$ cat src/rpl_pkg.sv
/*
 Package for the register preload and readback lock block.
 Assumes: all logic runs on mclk at 25 MHz with one active-low reset.
*/
package rpl_pkg;
   // ----------------------------------------------------------------
   // Sizes
   // ----------------------------------------------------------------
   localparam int CELLS      = 10;
   localparam int CFG_AW     = 14;
   localparam int CFG_DW     = 8;
   // ----------------------------------------------------------------
   // Levels
   // ----------------------------------------------------------------
   localparam logic SEL_REG0   = 1'b0;
   localparam logic SEL_REG1   = 1'b1;
   localparam logic CELL_RESET = 1'b0;
   localparam logic LOCK_RESET = 1'b0;
   localparam logic [CFG_DW-1:0] CFG_ALL_PROG = 8'h00;
endpackage : rpl_pkg

$ cat src/rpl_sync.sv
/*
 Two-flop synchroniser for a vector of pin levels.
 Assumes: inputs are asynchronous to clk; reset is already synchronised.
*/
module rpl_sync #(
   parameter int W = 1
) (
   input  wire logic         clk,    // Clock
   input  wire logic         rst_n,  // Reset, active low
   input  wire logic [W-1:0] d,      // Asynchronous levels
   output logic      [W-1:0] q       // Synchronised levels
);
   logic [W-1:0] meta;
   logic [W-1:0] next_meta;
   logic [W-1:0] next_q;

   always_comb begin
      next_meta = d;
      next_q    = meta;
   end

   always_ff @(posedge clk or negedge rst_n) begin
      if (!rst_n) begin
         meta <= '0;
         q    <= '0;
      end else begin
         meta <= next_meta;
         q    <= next_q;
      end
   end
endmodule : rpl_sync

$ cat src/rpl_top.sv
/*
 Paired output-cell registers with a pin-driven preload path and a
 readback lock over the configuration verify port.
 Assumes: pins arrive asynchronously; normal sum, clock, reset terms and
 the configuration store come from the surrounding array logic on mclk.
*/
module rpl_top #(
   parameter int CELLS = rpl_pkg::CELLS,
   parameter int AW    = rpl_pkg::CFG_AW,
   parameter int DW    = rpl_pkg::CFG_DW
) (
   input  wire logic             mclk,         // Clock, 25 MHz
   input  wire logic             rst_n,        // Async reset, active low
   input  wire logic             hv_mode_pin,  // Mode pin at high voltage
   input  wire logic             sel_pin,      // Register select pin
   input  wire logic             clk_term_pin, // Register clock term pin
   input  wire logic [CELLS-1:0] io_in,        // I/O pin levels
   input  wire logic [CELLS-1:0] sum0,         // Sum terms, register 0
   input  wire logic [CELLS-1:0] sum1,         // Sum terms, register 1
   input  wire logic [CELLS-1:0] clk0,         // Clock terms, register 0
   input  wire logic [CELLS-1:0] clk1,         // Clock terms, register 1
   input  wire logic [CELLS-1:0] ares0,        // Resets, register 0, taken on mclk
   input  wire logic [CELLS-1:0] ares1,        // Resets, register 1, taken on mclk
   input  wire logic             lock_set,     // Program the lock bit
   input  wire logic             lock_erase,   // Erase clears the lock
   input  wire logic [AW-1:0]    cfg_addr,     // Verify address
   input  wire logic             cfg_rd,       // Verify read strobe
   input  wire logic [DW-1:0]    cfg_cell,     // Stored cell data
   output logic      [AW-1:0]    cfg_cell_addr,// Address to the store
   output logic      [DW-1:0]    cfg_rdata,    // Verify read data
   output logic                  cfg_rvalid,   // Verify data valid
   output logic                  lock,         // Lock state
   output logic                  preload_mode, // Force mode active
   output logic      [CELLS-1:0] reg0,         // Register 0 of each cell
   output logic      [CELLS-1:0] reg1          // Register 1 of each cell
);
   // ----------------------------------------------------------------
   // Reset release
   // ----------------------------------------------------------------
   logic rst_m;
   logic rst_s;

   // Applied at once, released on an edge so no flop sees a runt
   always_ff @(posedge mclk or negedge rst_n) begin
      if (!rst_n) begin
         rst_m <= 1'b0;
         rst_s <= 1'b0;
      end else begin
         rst_m <= 1'b1;
         rst_s <= rst_m;
      end
   end

   // ----------------------------------------------------------------
   // Pin synchronisers
   // ----------------------------------------------------------------
   logic [CELLS+2:0] pins_s;
   logic             hv_s;
   logic             sel_s;
   logic             ct_s;
   logic [CELLS-1:0] io_s;

   // All pins share one synchroniser so mode, select, clock term and
   // data levels reach the logic in the same cycle
   rpl_sync #(.W(CELLS + 3)) u_sync (
      .clk   (mclk),
      .rst_n (rst_s),
      .d     ({hv_mode_pin, sel_pin, clk_term_pin, io_in}),
      .q     (pins_s)
   );

   always_comb begin
      hv_s  = pins_s[CELLS+2];
      sel_s = pins_s[CELLS+1];
      ct_s  = pins_s[CELLS];
      io_s  = pins_s[CELLS-1:0];
   end

   // ----------------------------------------------------------------
   // Preload control
   // ----------------------------------------------------------------
   logic ct_d;
   logic next_ct_d;
   logic next_mode;
   logic pulse;

   always_comb begin
      next_mode = hv_s;
      next_ct_d = ct_s;
      // rising clock term
      // A term held high loads only once
      pulse     = preload_mode && ct_s && !ct_d;
   end

   always_ff @(posedge mclk or negedge rst_s) begin
      if (!rst_s) begin
         preload_mode <= 1'b0;
         ct_d         <= 1'b0;
      end else begin
         preload_mode <= next_mode;
         ct_d         <= next_ct_d;
      end
   end

   // ----------------------------------------------------------------
   // Preload decode
   // ----------------------------------------------------------------
   logic load0;
   logic load1;

   // select picks the register
   // Only one register of the pair loads per pulse
   always_comb begin
      load0 = pulse && (sel_s == rpl_pkg::SEL_REG0);
      load1 = pulse && (sel_s == rpl_pkg::SEL_REG1);
   end

   // ----------------------------------------------------------------
   // Register pairs
   // ----------------------------------------------------------------
   logic [CELLS-1:0] next_reg0;
   logic [CELLS-1:0] next_reg1;

   always_comb begin
      next_reg0 = reg0;
      next_reg1 = reg1;
      for (int i = 0; i < CELLS; i++) begin
         if (preload_mode) begin
            if (load0) begin
               next_reg0[i] = io_s[i];
            end else if (load1) begin
               next_reg1[i] = io_s[i];
            end
         end else begin
            // normal terms only
            // The tester owns the cells while forcing
            if (ares0[i]) begin
               next_reg0[i] = rpl_pkg::CELL_RESET;
            end else if (clk0[i]) begin
               next_reg0[i] = sum0[i];
            end
            if (ares1[i]) begin
               next_reg1[i] = rpl_pkg::CELL_RESET;
            end else if (clk1[i]) begin
               next_reg1[i] = sum1[i];
            end
         end
      end
   end

   always_ff @(posedge mclk or negedge rst_s) begin
      if (!rst_s) begin
         reg0 <= {CELLS{rpl_pkg::CELL_RESET}};
         reg1 <= {CELLS{rpl_pkg::CELL_RESET}};
      end else begin
         reg0 <= next_reg0;
         reg1 <= next_reg1;
      end
   end

   // ----------------------------------------------------------------
   // Readback lock
   // ----------------------------------------------------------------
   logic next_lock;

   // Erase wins so a locked part can always be reprogrammed
   always_comb begin
      next_lock = lock;
      if (lock_erase) begin
         next_lock = rpl_pkg::LOCK_RESET;
      end else if (lock_set) begin
         next_lock = 1'b1;
      end
   end

   always_ff @(posedge mclk or negedge rst_s) begin
      if (!rst_s) begin
         lock <= rpl_pkg::LOCK_RESET;
      end else begin
         lock <= next_lock;
      end
   end

   // ----------------------------------------------------------------
   // Verify port
   // ----------------------------------------------------------------
   logic [DW-1:0] next_rdata;
   logic          next_rvalid;

   always_comb begin
      cfg_cell_addr = cfg_addr;
      next_rvalid   = cfg_rd;
      next_rdata    = cfg_rdata;
      if (cfg_rd) begin
         // mask at once
         // A set in this cycle already masks, so no cell leaks
         if (lock || lock_set) begin
            next_rdata = rpl_pkg::CFG_ALL_PROG;
         end else begin
            next_rdata = cfg_cell;
         end
      end
   end

   always_ff @(posedge mclk or negedge rst_s) begin
      if (!rst_s) begin
         cfg_rdata  <= '0;
         cfg_rvalid <= 1'b0;
      end else begin
         cfg_rdata  <= next_rdata;
         cfg_rvalid <= next_rvalid;
      end
   end
endmodule : rpl_top

$ cat config.mk
export PLATFORM = sky130hd
export DESIGN_NAME = rpl_top
export DESIGN_NICKNAME = d
export VERILOG_FILES = /design/src/rpl_pkg.sv /design/src/rpl_sync.sv /design/src/rpl_top.sv
export SDC_FILE = /design/constraint.sdc
export NUM_CORES = 1
export LEC_CHECK = 0
export BUFFER_PORTS_ARGS = -buffer_cell sky130_fd_sc_hd__buf_2
export CAP_MARGIN = 10
export CELL_PAD_IN_SITES_DETAIL_PLACEMENT = 0
export CELL_PAD_IN_SITES_GLOBAL_PLACEMENT = 1
export CORE_MARGIN = 5
export CORE_UTILIZATION = 28
export DETAILED_ROUTE_END_ITERATION = 6
export GPL_TIMING_DRIVEN = 0
export PLACE_DENSITY = 0.84
export SLEW_MARGIN = 20
export SYNTH_ARGS = -nofsm -noshare
export SYNTH_HDL_FRONTEND = slang
export SYNTH_SLANG_ARGS = --single-unit
$ cat constraint.sdc
create_clock -name mclk -period 1.9 [get_ports mclk]
set_input_delay 0.095 -clock mclk [delete_from_list [all_inputs] [get_ports mclk]]
set_output_delay 0.095 -clock mclk [all_outputs]
set_load 0.01 [all_outputs]
# Yosys cells after proc, flatten, opt, wreduce, memory -nomap -nowiden
# Cells that the tools add are included.
[totals] ram_bits=0 output_inout_bits=45 regBits=60 latchBits=0 romBits=0 wordCells=173 mem_count=0
[classes] bitwise=1 muxes=93 div_mod_pow=0 shifts=0 n_addsub=0 mul=0 n_reduce_logical=47 n_eq_ne=3 order_cmp=0
[ops] op="1-bit 2-to-1 mux" count=92
[ops] op="3-bit nonzero test" count=20
[ops] op="3-bit AND reduction" count=10
[ops] op="2-bit AND reduction" count=10
[ops] op="8-bit 2-to-1 mux" count=1
[ops] op="1-bit logical AND" count=4
[ops] op="2-bit by 1-bit != test with 1-bit output, second input constant" count=2
[ops] op="2-bit != test, second input constant" count=1
[ops] op="2-bit nonzero test" count=1
[ops] op="1-bit logical NOT" count=1
[ops] op="1-bit logical OR" count=1
[ops] op="1-bit NOT" count=1

# Logic depth before layout (Yosys ltp)
# Gate-level depths: netlist of run 1.
[depth] word_depth=6 depth_mapped=5 depth_no_buf=3

# Cells and area by module
# Synthesis of run 1 repeated with hierarchy kept, for this count alone.
[unflattened] cells_unflattened=215 hier_area_um2=2448.6
[modules_own_cells] module="rpl_top" area_each_um2=1798.0 seq_area_each_um2=850.8 n_inst=1 cells_each=189
[modules_own_cells] module="rpl_sync" area_each_um2=650.6 seq_area_each_um2=650.6 n_inst=1 cells_each=26

# Least setup slack after synthesis of run 1
# Ideal clock, no wire load.
[synth_path] kind="flip-flop to flip-flop" from="register preload_mode" to="register reg0[0]" required_time_ps=1761 stages_incl_launch_ff=6 path_buffers=2 slack_ps=604 synth_period_minus_slack_ps=1296 setup_time_ps=139 arrival_time_ps=1157 path_cell_list="dfrtp_1 > buf_6 > buf_6 > o21bai_1 > a222oi_1 > a31oi_1"
[synth_via] elab_chain_len=5
[synth_rtl] element="from (decl)" line="rpl_top.sv:33" text="output logic preload_mode,"
[synth_rtl] element="from (signal assigned)" line="rpl_top.sv:100" text="preload_mode <= next_mode;"
[synth_rtl] element="1-bit logical AND (2 in series)" line="rpl_top.sv:92" text="pulse = preload_mode && ct_s && !ct_d;"
[synth_rtl] element="1-bit logical AND" line="rpl_top.sv:114" text="load0 = pulse && (sel_s == rpl_pkg::SEL_REG0);"
[synth_rtl] element="2-bit by 1-bit != test with 1-bit output (no source line)"
[synth_rtl] element="2-bit AND reduction (no source line)"
[synth_rtl] element="to (signal assigned)" line="rpl_top.sv:153" text="reg0 <= {CELLS{rpl_pkg::CELL_RESET}};"
[synth_rtl] element="to (signal assigned)" line="rpl_top.sv:156" text="reg0 <= next_reg0;"
[synth_rtl] element="to (decl)" line="rpl_top.sv:34" text="output logic [CELLS-1:0] reg0,"
# Several ways; a longest one is shown, not always the timed one.
# A chain may end at the register's enable or synchronous reset.

# Final worst setup path of run 1
[layout_path] from="register preload_mode" to="register reg0[8]"
# Same word-level chain as after synthesis.

==> flow_summary.json, run 1 <==
{
  "outcome": "finished clean",
  "clockBufferDepth": 2,
  "ys_dominant_reg_cell": "dfrtp_1",
  "fmax_mhz": 658,
  "yosysTopAreaCell": "dfrtp_1",
  "wire_per_inst_um": 16.7,
  "dp_hpwl_mm": 5.67,
  "min_path_cells": 3,
  "maxCapViolCount": 0,
  "pin_count": 145,
  "critPathMaxFanout": 10,
  "post-place-ws_ns": 0.324,
  "die_h_um": 104,
  "ff2ff_path_depth": 4,
  "avgSynthCellArea_um2": 11.4,
  "io_buffers": 130,
  "max_stage_delay_ns": 0.54,
  "cts_tree": "done",
  "grt-ovfl-total": 0,
  "via_per_inst": 4.83,
  "drv_slew": 0,
  "final_area_um2": 3690,
  "skew_ns": 0.00869,
  "finalWeightedCongestion": 0.855,
  "ff2ff_setup_slack_ns": 0.38,
  "final_cell_count_no_fill": 493,
  "fin_hold_ws_ns": 0.0295,
  "dp_cells": 454,
  "n_antenna_cell": 0,
  "path_cells": "buf_6 -> nand4bb_1 -> clkbuf_1 -> a31oi_1",
  "rsz0062_at_grt": "false",
  "path_clk_slew_ns": 0.06,
  "slew_headroom_pct": 54.0,
  "yosys_warnings": 0,
  "ys_seq_area_share_pct": 61.3,
  "cts_buffers": 9,
  "endpoint_kind": "register",
  "final_nets": 480,
  "fill_cells": 833,
  "drc": 0,
  "vdd_drop_max_mv": 0.388,
  "synth-seq-cells": 60,
  "synth_edf_count": 0,
  "arrival_ns": 1.69,
  "clockRootBuffer": "clkbuf_8",
  "vias": 2379,
  "drtIter0Drc": 142,
  "final_core_util_pct": 42.7,
  "placed_area_um2": 3260,
  "core-area_um2": 8640,
  "synth-async-reset-ratio_pct": 100,
  "rr_endpoint": "reg0[8]",
  "grt_max_degree": 33,
  "setup_ws_ns": 0.380,
  "r2r-start": "preload_mode",
  "grt_usage_pct": 15.1,
  "layout_min_cycle_time_ns": 1.52,
  "cp_num_buf_inv": 2,
  "grt_pass1_vias": 2556,
  "tightestPinTransition_ns": 0.689,
  "setup_viol_count_final": 0,
  "grt_antenna_before_repair": 2,
  "cp_slowest_cell": "clkbuf_1",
  "startpoint_type": "register",
  "hold_violations": 0,
  "synth.distinct_cells": 15,
  "synth_area_um2": 2450,
  "fp.dieW_um": 104,
  "clock-sinks": 60,
  "finalWirelength_mm": 8.21,
  "clk_latency_ns": 0.33,
  "synthCells": 215,
  "critPathTopFamily": "buffers and inverters",
  "firstDrtPassIters": 7,
  "holdPathEnd": "cfg_rdata[4]",
  "synth_top_area_share_pct": 61.3,
  "syn-num-nets": 315,
  "syn2layout_area_growth_pct": 50.7,
  "required_ns": 2.07,
  "synth_top_cells_by_count": "60 x dfrtp_1, 28 x inv_1, 22 x nor2_1",
  "min_from": "cfg_cell[4]",
  "grt_pass1_wl_mm": 12.9,
  "yosys-top-cells-area": "dfrtp_1 61%, a222oi_1 8.2%, o21bai_1 6.1%",
  "antenna_left": 0,
  "htree_levels": 3,
  "drive_gt1_share_pct": 44.2,
  "finalCritPeriodShare_pct": 80.0,
  "post_cts_resized": 0,
  "power.leakage_nw": 1.87,
  "holdCritPathClass": "primary input to register",
  "num_rows": 34,
  "yosysMostFrequentCell": "dfrtp_1",
  "start_util_pct": 28.4,
  "power_density_nw_per_um2": 848,
  "worstSetupPathType": "register to register",
  "die_area_um2": 10700
}
power breakdown:
part | total [W] | internal, W | leakage [nW] | switching [W]
logic | 0.000526 | 0.000265 | 1.05 | 0.000261
clock network | 0.00115 | 0.000673 | 0.102 | 0.000480
registers | 0.00145 | 0.00139 | 0.710 | 0.0000642
registers in the layout, indices dropped and copies added, names as in the netlist:
signal / flops
cfg_rvalid: 1
rst_s: 1
reg0: 10
rst_m: 1
reg1: 10
ct_d: 1
cfg_rdata: 8
preload_mode: 1
lock: 1
u_sync.meta: 13
u_sync.q: 13
kinds of logic after synthesis:
kind of cell / after synthesis / synth area share, %
and+or+nand+nor: 32 / 5.83
other: 1 / 0.153
AOI/OAI and AO/OA: 68 / 21.1
DFF: 60 / 61.3
buffers and inverters: 54 / 11.7
cells in the final DEF (no fill, tap or decap):
master / count
buf_2: 136
dfrtp_1: 59
inv_1: 28
dlygate4sd3_1: 23
nor2_1: 22
o21bai_1: 20
a222oi_1: 20
a31oi_1: 20
buf_4: 14
clkbuf_8: 11
nand3_1: 8
o21ai_0: 8
clkbuf_1: 4
buf_6: 3
clkinv_2: 2
nand4b_1: 1
nand4bb_1: 1
bufinv_16: 1
clkinvlp_4: 1
buf_12: 1
conb_1: 1
dfrtp_4: 1
metal layers:
metal,global-route usage (%),up-vias,wire (µm)
met4,4.97,4,121
met3,6.47,16,962
met5,0,-,14
li1,-,1091,-
met1,17.1,1124,3040
met2,25.5,144,4070
repair_timing:
action | CTS | global route
hold endpoints to repair | 24 | 0
hold buffers | 23 | 0
buffers inserted | 0 | 0
through the flow:
stage	TNS, ns	total power, W
after floorplan	0	0.00170
after global placement	-32.86	0.00195
after detailed placement	0	0.00197
after CTS	0	0.00318
after global routing	0	0.00330
final	0	0.00313
final cells by class:
type,instances,area [µm²],area share [%]
buffer,26,180,4.88
clock buffer,12,155,4.20
clock inverter,4,47.5,1.29
inverter,28,105,2.85
multi-input combinational,101,662,17.9
sequential,60,1510,40.8
tap,108,135,3.66
timing repair buffer,154,901,24.4
worst max path at each step:
stage | endpoint | from | cells after the start | slack (ns)
2_1_floorplan | cfg_rdata[0] | rst_s | 0 | 0.11
3_3_place_gp | reg0[7] | rst_s | 0 | -0.57
3_5_place_dp | reg0[8] | preload_mode | 4 | 0.32
4_1_cts | reg0[8] | preload_mode | 4 | 0.32
5_1_grt | reg0[9] | preload_mode | 4 | 0.26
6_report | reg0[8] | preload_mode | 4 | 0.38
tightest hold or removal path: stages:
cell     delay [ns]
buf_2          0.08
nand3_1        0.06
o21ai_0        0.08
No activity file was read; power rests on OpenSTA's default activity.
==> run 2, diff against run 1 <==
Settings changed: ABC_AREA set to 1, CORE_UTILIZATION 28 to 30, PLACE_DENSITY 0.84 to 0.88.
Clock period 1.9 ns to 1.4 ns, I/O delays scaled along.
==> flow_summary.json, run 2 <==
{
  "grt_usage_pct": 14.0,
  "clockBufferDepth": 2,
  "cts_tree": "done",
  "max_stage_delay_ns": 0.42,
  "io_buffers": 130,
  "yosys_warnings": 0,
  "outcome": "finished clean",
  "multiInputGateArea_um2": 802,
  "rsz0062_at_grt": "false",
  "skew_ns": 0.00432,
  "yosys-top-cells-area": "dfrtp_1 60%, nand2_1 17%, nand3_1 5.8%",
  "htree_levels": 3,
  "fill_cells": 820,
  "critPathTopFamily": "flip-flops",
  "synthCells": 289,
  "vias": 2452,
  "hold_violations": 0,
  "synth.distinct_cells": 12,
  "die_h_um": 101,
  "final_common_cell": "buf_2",
  "synth-seq-cells": 60,
  "wire_per_inst_um": 12.8,
  "wl_met2_mm": 3.29,
  "synth_top_cells_by_count": "112 x nand2_1, 60 x dfrtp_1, 29 x nand3_1",
  "drv_slew": 0,
  "power_switching_share_pct": 27.2,
  "drc": 0,
  "regArea_um2": 1510,
  "arrival_ns": 1.48,
  "reg_top3": "u_sync.meta: 13 flops, u_sync.q: 13 flops",
  "startpoint_type": "register",
  "fp.dieW_um": 101,
  "power_density_nw_per_um2": 1110,
  "grt_pass1_vias": 2393,
  "grt_antenna_before_repair": 0,
  "p_clk_share_pct": 37.1,
  "share_comb_of_total_power_pct": 15.5,
  "die_area_um2": 10300,
  "clk_latency_ns": 0.33,
  "synth_edf_count": 0,
  "pin_count": 145,
  "via_per_inst": 4.35,
  "most-common-layout-cells": "139 x buf_2, 112 x nand2_1, 59 x dfrtp_1",
  "cp_slowest_cell": "dfrtp_1",
  "cts_buffers": 9,
  "ys_dominant_reg_cell": "dfrtp_1",
  "power.leakage_nw": 2.07,
  "setup_ws_ns": 0.144,
  "synth_top_area_share_pct": 60.1,
  "tightestPinTransition_ns": 0.731,
  "cts_hold_buf": 24,
  "critPathMaxFanout": 10,
  "finalWirelength_mm": 7.20,
  "dr_wl_met3_um": 740,
  "num_rows": 33,
  "dp_hpwl_mm": 5.31,
  "top_layer": "met4",
  "maxCapViolCount": 0,
  "drtIter0Drc": 67,
  "vdd_drop_max_mv": 0.601,
  "post_cts_buffers": 0,
  "final_cell_count_no_fill": 564,
  "core-area_um2": 8180,
  "ys_seq_area_share_pct": 60.1,
  "required_ns": 1.62,
  "fmax_mhz": 796,
  "finalWeightedCongestion": 0.758,
  "post-place-ws_ns": 0.183,
  "grt_pass1_wl_mm": 11.0,
  "synth-async-reset-ratio_pct": 100,
  "finalCritPeriodShare_pct": 89.7,
  "slew_headroom_pct": 51.3,
  "avgSynthCellArea_um2": 8.65,
  "syn2layout_area_growth_pct": 49.0,
  "layout_min_cycle_time_ns": 1.26,
  "fin_setup_tns_ns": 0,
  "p_switching_w": 0.00113,
  "firstDrtPassIters": 4,
  "n_antenna_cell": 0,
  "final_nets": 554,
  "post_cts_resized": 0,
  "worstSetupPathType": "register to register",
  "yosysTopAreaCell": "dfrtp_1",
  "syn-num-nets": 389,
  "synth_area_um2": 2500,
  "wl_met1_mm": 3.06,
  "grt_max_degree": 59,
  "path_cells": "inv_2 -> clkbuf_2 -> o21ai_0 -> nand3_1 -> nand2_1",
  "clock-sinks": 60,
  "clockRootBuffer": "clkbuf_8",
  "holdCritPathClass": "primary input to register",
  "setup_viol_count_final": 0,
  "antenna_left": 0,
  "path_clk_slew_ns": 0.07,
  "cp_num_buf_inv": 2,
  "start_util_pct": 30.6,
  "endpoint_kind": "register",
  "dp_cells": 524,
  "seq_power_share_pct": 47.4,
  "grt-ovfl-total": 0,
  "yosysMostFrequentCell": "nand2_1",
  "p_int_w": 0.00302,
  "drive_gt1_share_pct": 37.7
}
-- run 2: layer usage --
layer	vias to the layer above	global-route usage, %
met4	0	5.93
met5	-	0
met3	11	3.93
met1	1099	18.0
met2	114	22.2
li1	1228	-
-- run 2: logic make-up after synthesis --
family / Yosys count / share of synthesized area, %
and+or+nand+nor: 165 / 26.3
DFF: 60 / 60.1
buffers and inverters: 35 / 7.86
AOI/OAI and AO/OA: 28 / 5.61
other: 1 / 0.150
-- run 2: worst reg2reg max path: cells and delay by family, from the launching register on --
family / cells / cell delay (ns)
and+or+nand+nor: 2 / 0.18
AOI/OAI and AO/OA: 1 / 0.19
buffers and inverters: 2 / 0.35
DFF: 1 / 0.42
-- run 2: through the flow --
step | cell area, µm² | hold slack, ns | utilization, % | power (W)
detailed placement | 3290 | -0.141 | 40.2 | 0.00260
global route | 3730 | 0.0283 | 45.6 | 0.00438
global placement | 3280 | -0.144 | 40.2 | 0.00258
CTS | 3730 | 0.00568 | 45.6 | 0.00422
floorplan | 2500 | -0.226 | - | 0.00227
finish | 3730 | 0.0292 | 45.6 | 0.00415
-- run 2: worst paths after layout --
kind	startpoint	end	slack (ns)	cells after the start
worst min register to register	u_sync.meta[7]	u_sync.q[7]	0.35	0
worst min-delay path	ares0[2]	reg0[2]	0.03	4
min in group asynchronous	rst_n	rst_s	0.05	2
worst max register to register	preload_mode	reg0[3]	0.14	5
max in group asynchronous	rst_s	reg1[6]	0.52	0
worst max-delay path	preload_mode	reg0[3]	0.14	5
-- run 2: cell type report --
class                           instances  share of cell area, %
Inverter                               11                   1.11
Multi-Input combinational cell        194                   21.5
Clock buffer                            9                   3.32
Tap cell                              105                   3.53
Sequential cell                        60                   40.4
Timing Repair Buffer                  154                   23.9
Clock inverter                          7                   2.05
Buffer                                 24                   4.16
-- run 2: power by group through the flow --
stage | logic (W) | clock network, W | registers, W
after floorplan | 0.000245 | 0 | 0.00203
after global placement | 0.000588 | 0 | 0.00200
after detailed placement | 0.000600 | 0 | 0.00200
after CTS | 0.000651 | 0.00160 | 0.00197
after global routing | 0.000719 | 0.00167 | 0.00199
final | 0.000644 | 0.00154 | 0.00197
==> run 3, diff against run 2 <==
Settings changed: CORE_MARGIN 5 to not set, RECOVER_POWER set to 100, SKIP_LAST_GASP set to 1.
==> flow_summary.json, run 3 (same netlist as run 2, synthesis figures left out) <==
{
  "clk_latency_ns": 0.33,
  "drv_slew": 0,
  "antenna_left": 0,
  "cts_tree": "done",
  "wire_per_inst_um": 12.3,
  "grt-ovfl-total": 0,
  "fmax_mhz": 801,
  "fin_setup_tns_ns": 0,
  "grt_pass1_wl_mm": 11.1,
  "outcome": "finished clean",
  "firstDrtPassIters": 4,
  "clock-sinks": 60,
  "die_area_um2": 8700,
  "core-area_um2": 7890,
  "drive_gt1_share_pct": 27.0,
  "reg_top3": "u_sync.meta: 13 flops, u_sync.q: 13 flops",
  "grt_pass1_vias": 2441,
  "drc": 0,
  "post_cts_buffers": 0,
  "holdCritPathClass": "primary input to register",
  "io_buffers": 130,
  "final_core_util_pct": 46.7,
  "dp_hpwl_mm": 4.99,
  "finalWeightedCongestion": 0.719,
  "pin_count": 145,
  "skew_ns": 0.00702,
  "die_h_um": 93.3,
  "maxCapViolCount": 0,
  "syn2layout_area_growth_pct": 47.4,
  "vdd_drop_max_mv": 0.747,
  "final_cell_count_no_fill": 561,
  "layout_min_cycle_time_ns": 1.25,
  "placed_area_um2": 3280,
  "setup_ws_ns": 0.152,
  "rsz0062_at_grt": "false",
  "endpoint_kind": "register",
  "power.leakage_nw": 1.92,
  "post-place-ws_ns": 0.116,
  "grt_antenna_before_repair": 0,
  "grt_usage_pct": 16.6,
  "startpoint_type": "register",
  "final_nets": 554,
  "final_area_um2": 3680,
  "n_antenna_cell": 0,
  "critPathMaxFanout": 10,
  "start_util_pct": 31.7,
  "dp_cells": 521,
  "setup_viol_count_final": 0,
  "cts_buffers": 9,
  "clockRootBuffer": "clkbuf_8",
  "clockBufferDepth": 2,
  "vias": 2489,
  "fill_cells": 786,
  "drtIter0Drc": 92,
  "via_per_inst": 4.44,
  "htree_levels": 3,
  "required_ns": 1.63,
  "finalWirelength_mm": 6.91,
  "most-common-layout-cells": "112 x nand2_1, 91 x buf_2, 59 x dfrtp_1",
  "tightestPinTransition_ns": 0.733,
  "power_density_nw_per_um2": 1170,
  "path_clk_slew_ns": 0.07,
  "finalCritPeriodShare_pct": 89.1,
  "arrival_ns": 1.47,
  "hold_violations": 0,
  "num_rows": 32,
  "final_common_cell": "nand2_1",
  "slew_headroom_pct": 51.1,
  "grt_max_degree": 59,
  "worstSetupPathType": "register to register",
  "fp.dieW_um": 93.3
}
run 3: cell types whose count changed in the layout (fill, tap and decap cells not counted):
cell,delta
inv_6,-1
clkinvlp_4,+1
clkinv_4,-2
clkbuf_8,+1
bufinv_16,+1
nor2_1,+1
buf_2,-48
clkbuf_1,+48
nor2_2,-1
run 3: what timing repair did:
action                     in CTS  in global routing
hold endpoints to repair       25                  0
hold buffers                   24                  0
resized for setup               0                  1
setup endpoints to repair       0                  2
run 3: cell type report:
| cell class | instances | area, µm² | share of cell area, % |
|---|---|---|---|
| Buffer | 24 | 155 | 4.21 |
| Clock buffer | 10 | 138 | 3.74 |
| Clock inverter | 6 | 87.6 | 2.38 |
| Inverter | 11 | 41.3 | 1.12 |
| Multi-Input combinational cell | 194 | 800 | 21.7 |
| Sequential cell | 60 | 1510 | 40.8 |
| Tap cell | 102 | 128 | 3.46 |
| Timing Repair Buffer | 154 | 831 | 22.5 |
run 3: report_power, final:
part           leakage [nW]  internal [W]  switching, W  total [W]
combinational          1.09      0.000288      0.000321   0.000609
clock                 0.105       0.00105      0.000679    0.00173
sequential            0.733       0.00187     0.0000980    0.00197
total                  1.92       0.00321       0.00110    0.00430
run 3: routing by layer:
metal	track usage, %	share of wire (%)
met1	20.5	44
met2	28.9	48
met5	0	0
met3	3.90	7.3
met4	5.00	0.75
run 3: worst paths after layout:
check                      cells after the start           start          end  slack (ns)
max in group asynchronous                      0           rst_s      reg1[0]        0.52
min reg2reg                                    0  u_sync.meta[8]  u_sync.q[8]        0.35
max reg2reg                                    5    preload_mode      reg0[6]        0.15
min                                            4        ares0[6]      reg0[6]        0.03
min in group asynchronous                      2           rst_n        rst_s        0.04
max                                            5    preload_mode      reg0[6]        0.15
run 3: critical path, stage by stage (launching register included):
cell     delay, ns
dfrtp_1       0.43
inv_2         0.10
buf_2         0.26
o21ai_0       0.19
nand3_1       0.12
nand2_1       0.05
run 3: metrics by stage:
step / hold WS, ns / total power (W)
final: 0.0299 / 0.00430
after global routing: 0.0317 / 0.00453
after CTS: 0.0115 / 0.00440
after detailed placement: -0.143 / 0.00260
after global placement: -0.144 / 0.00258
after floorplan: -0.226 / 0.00227
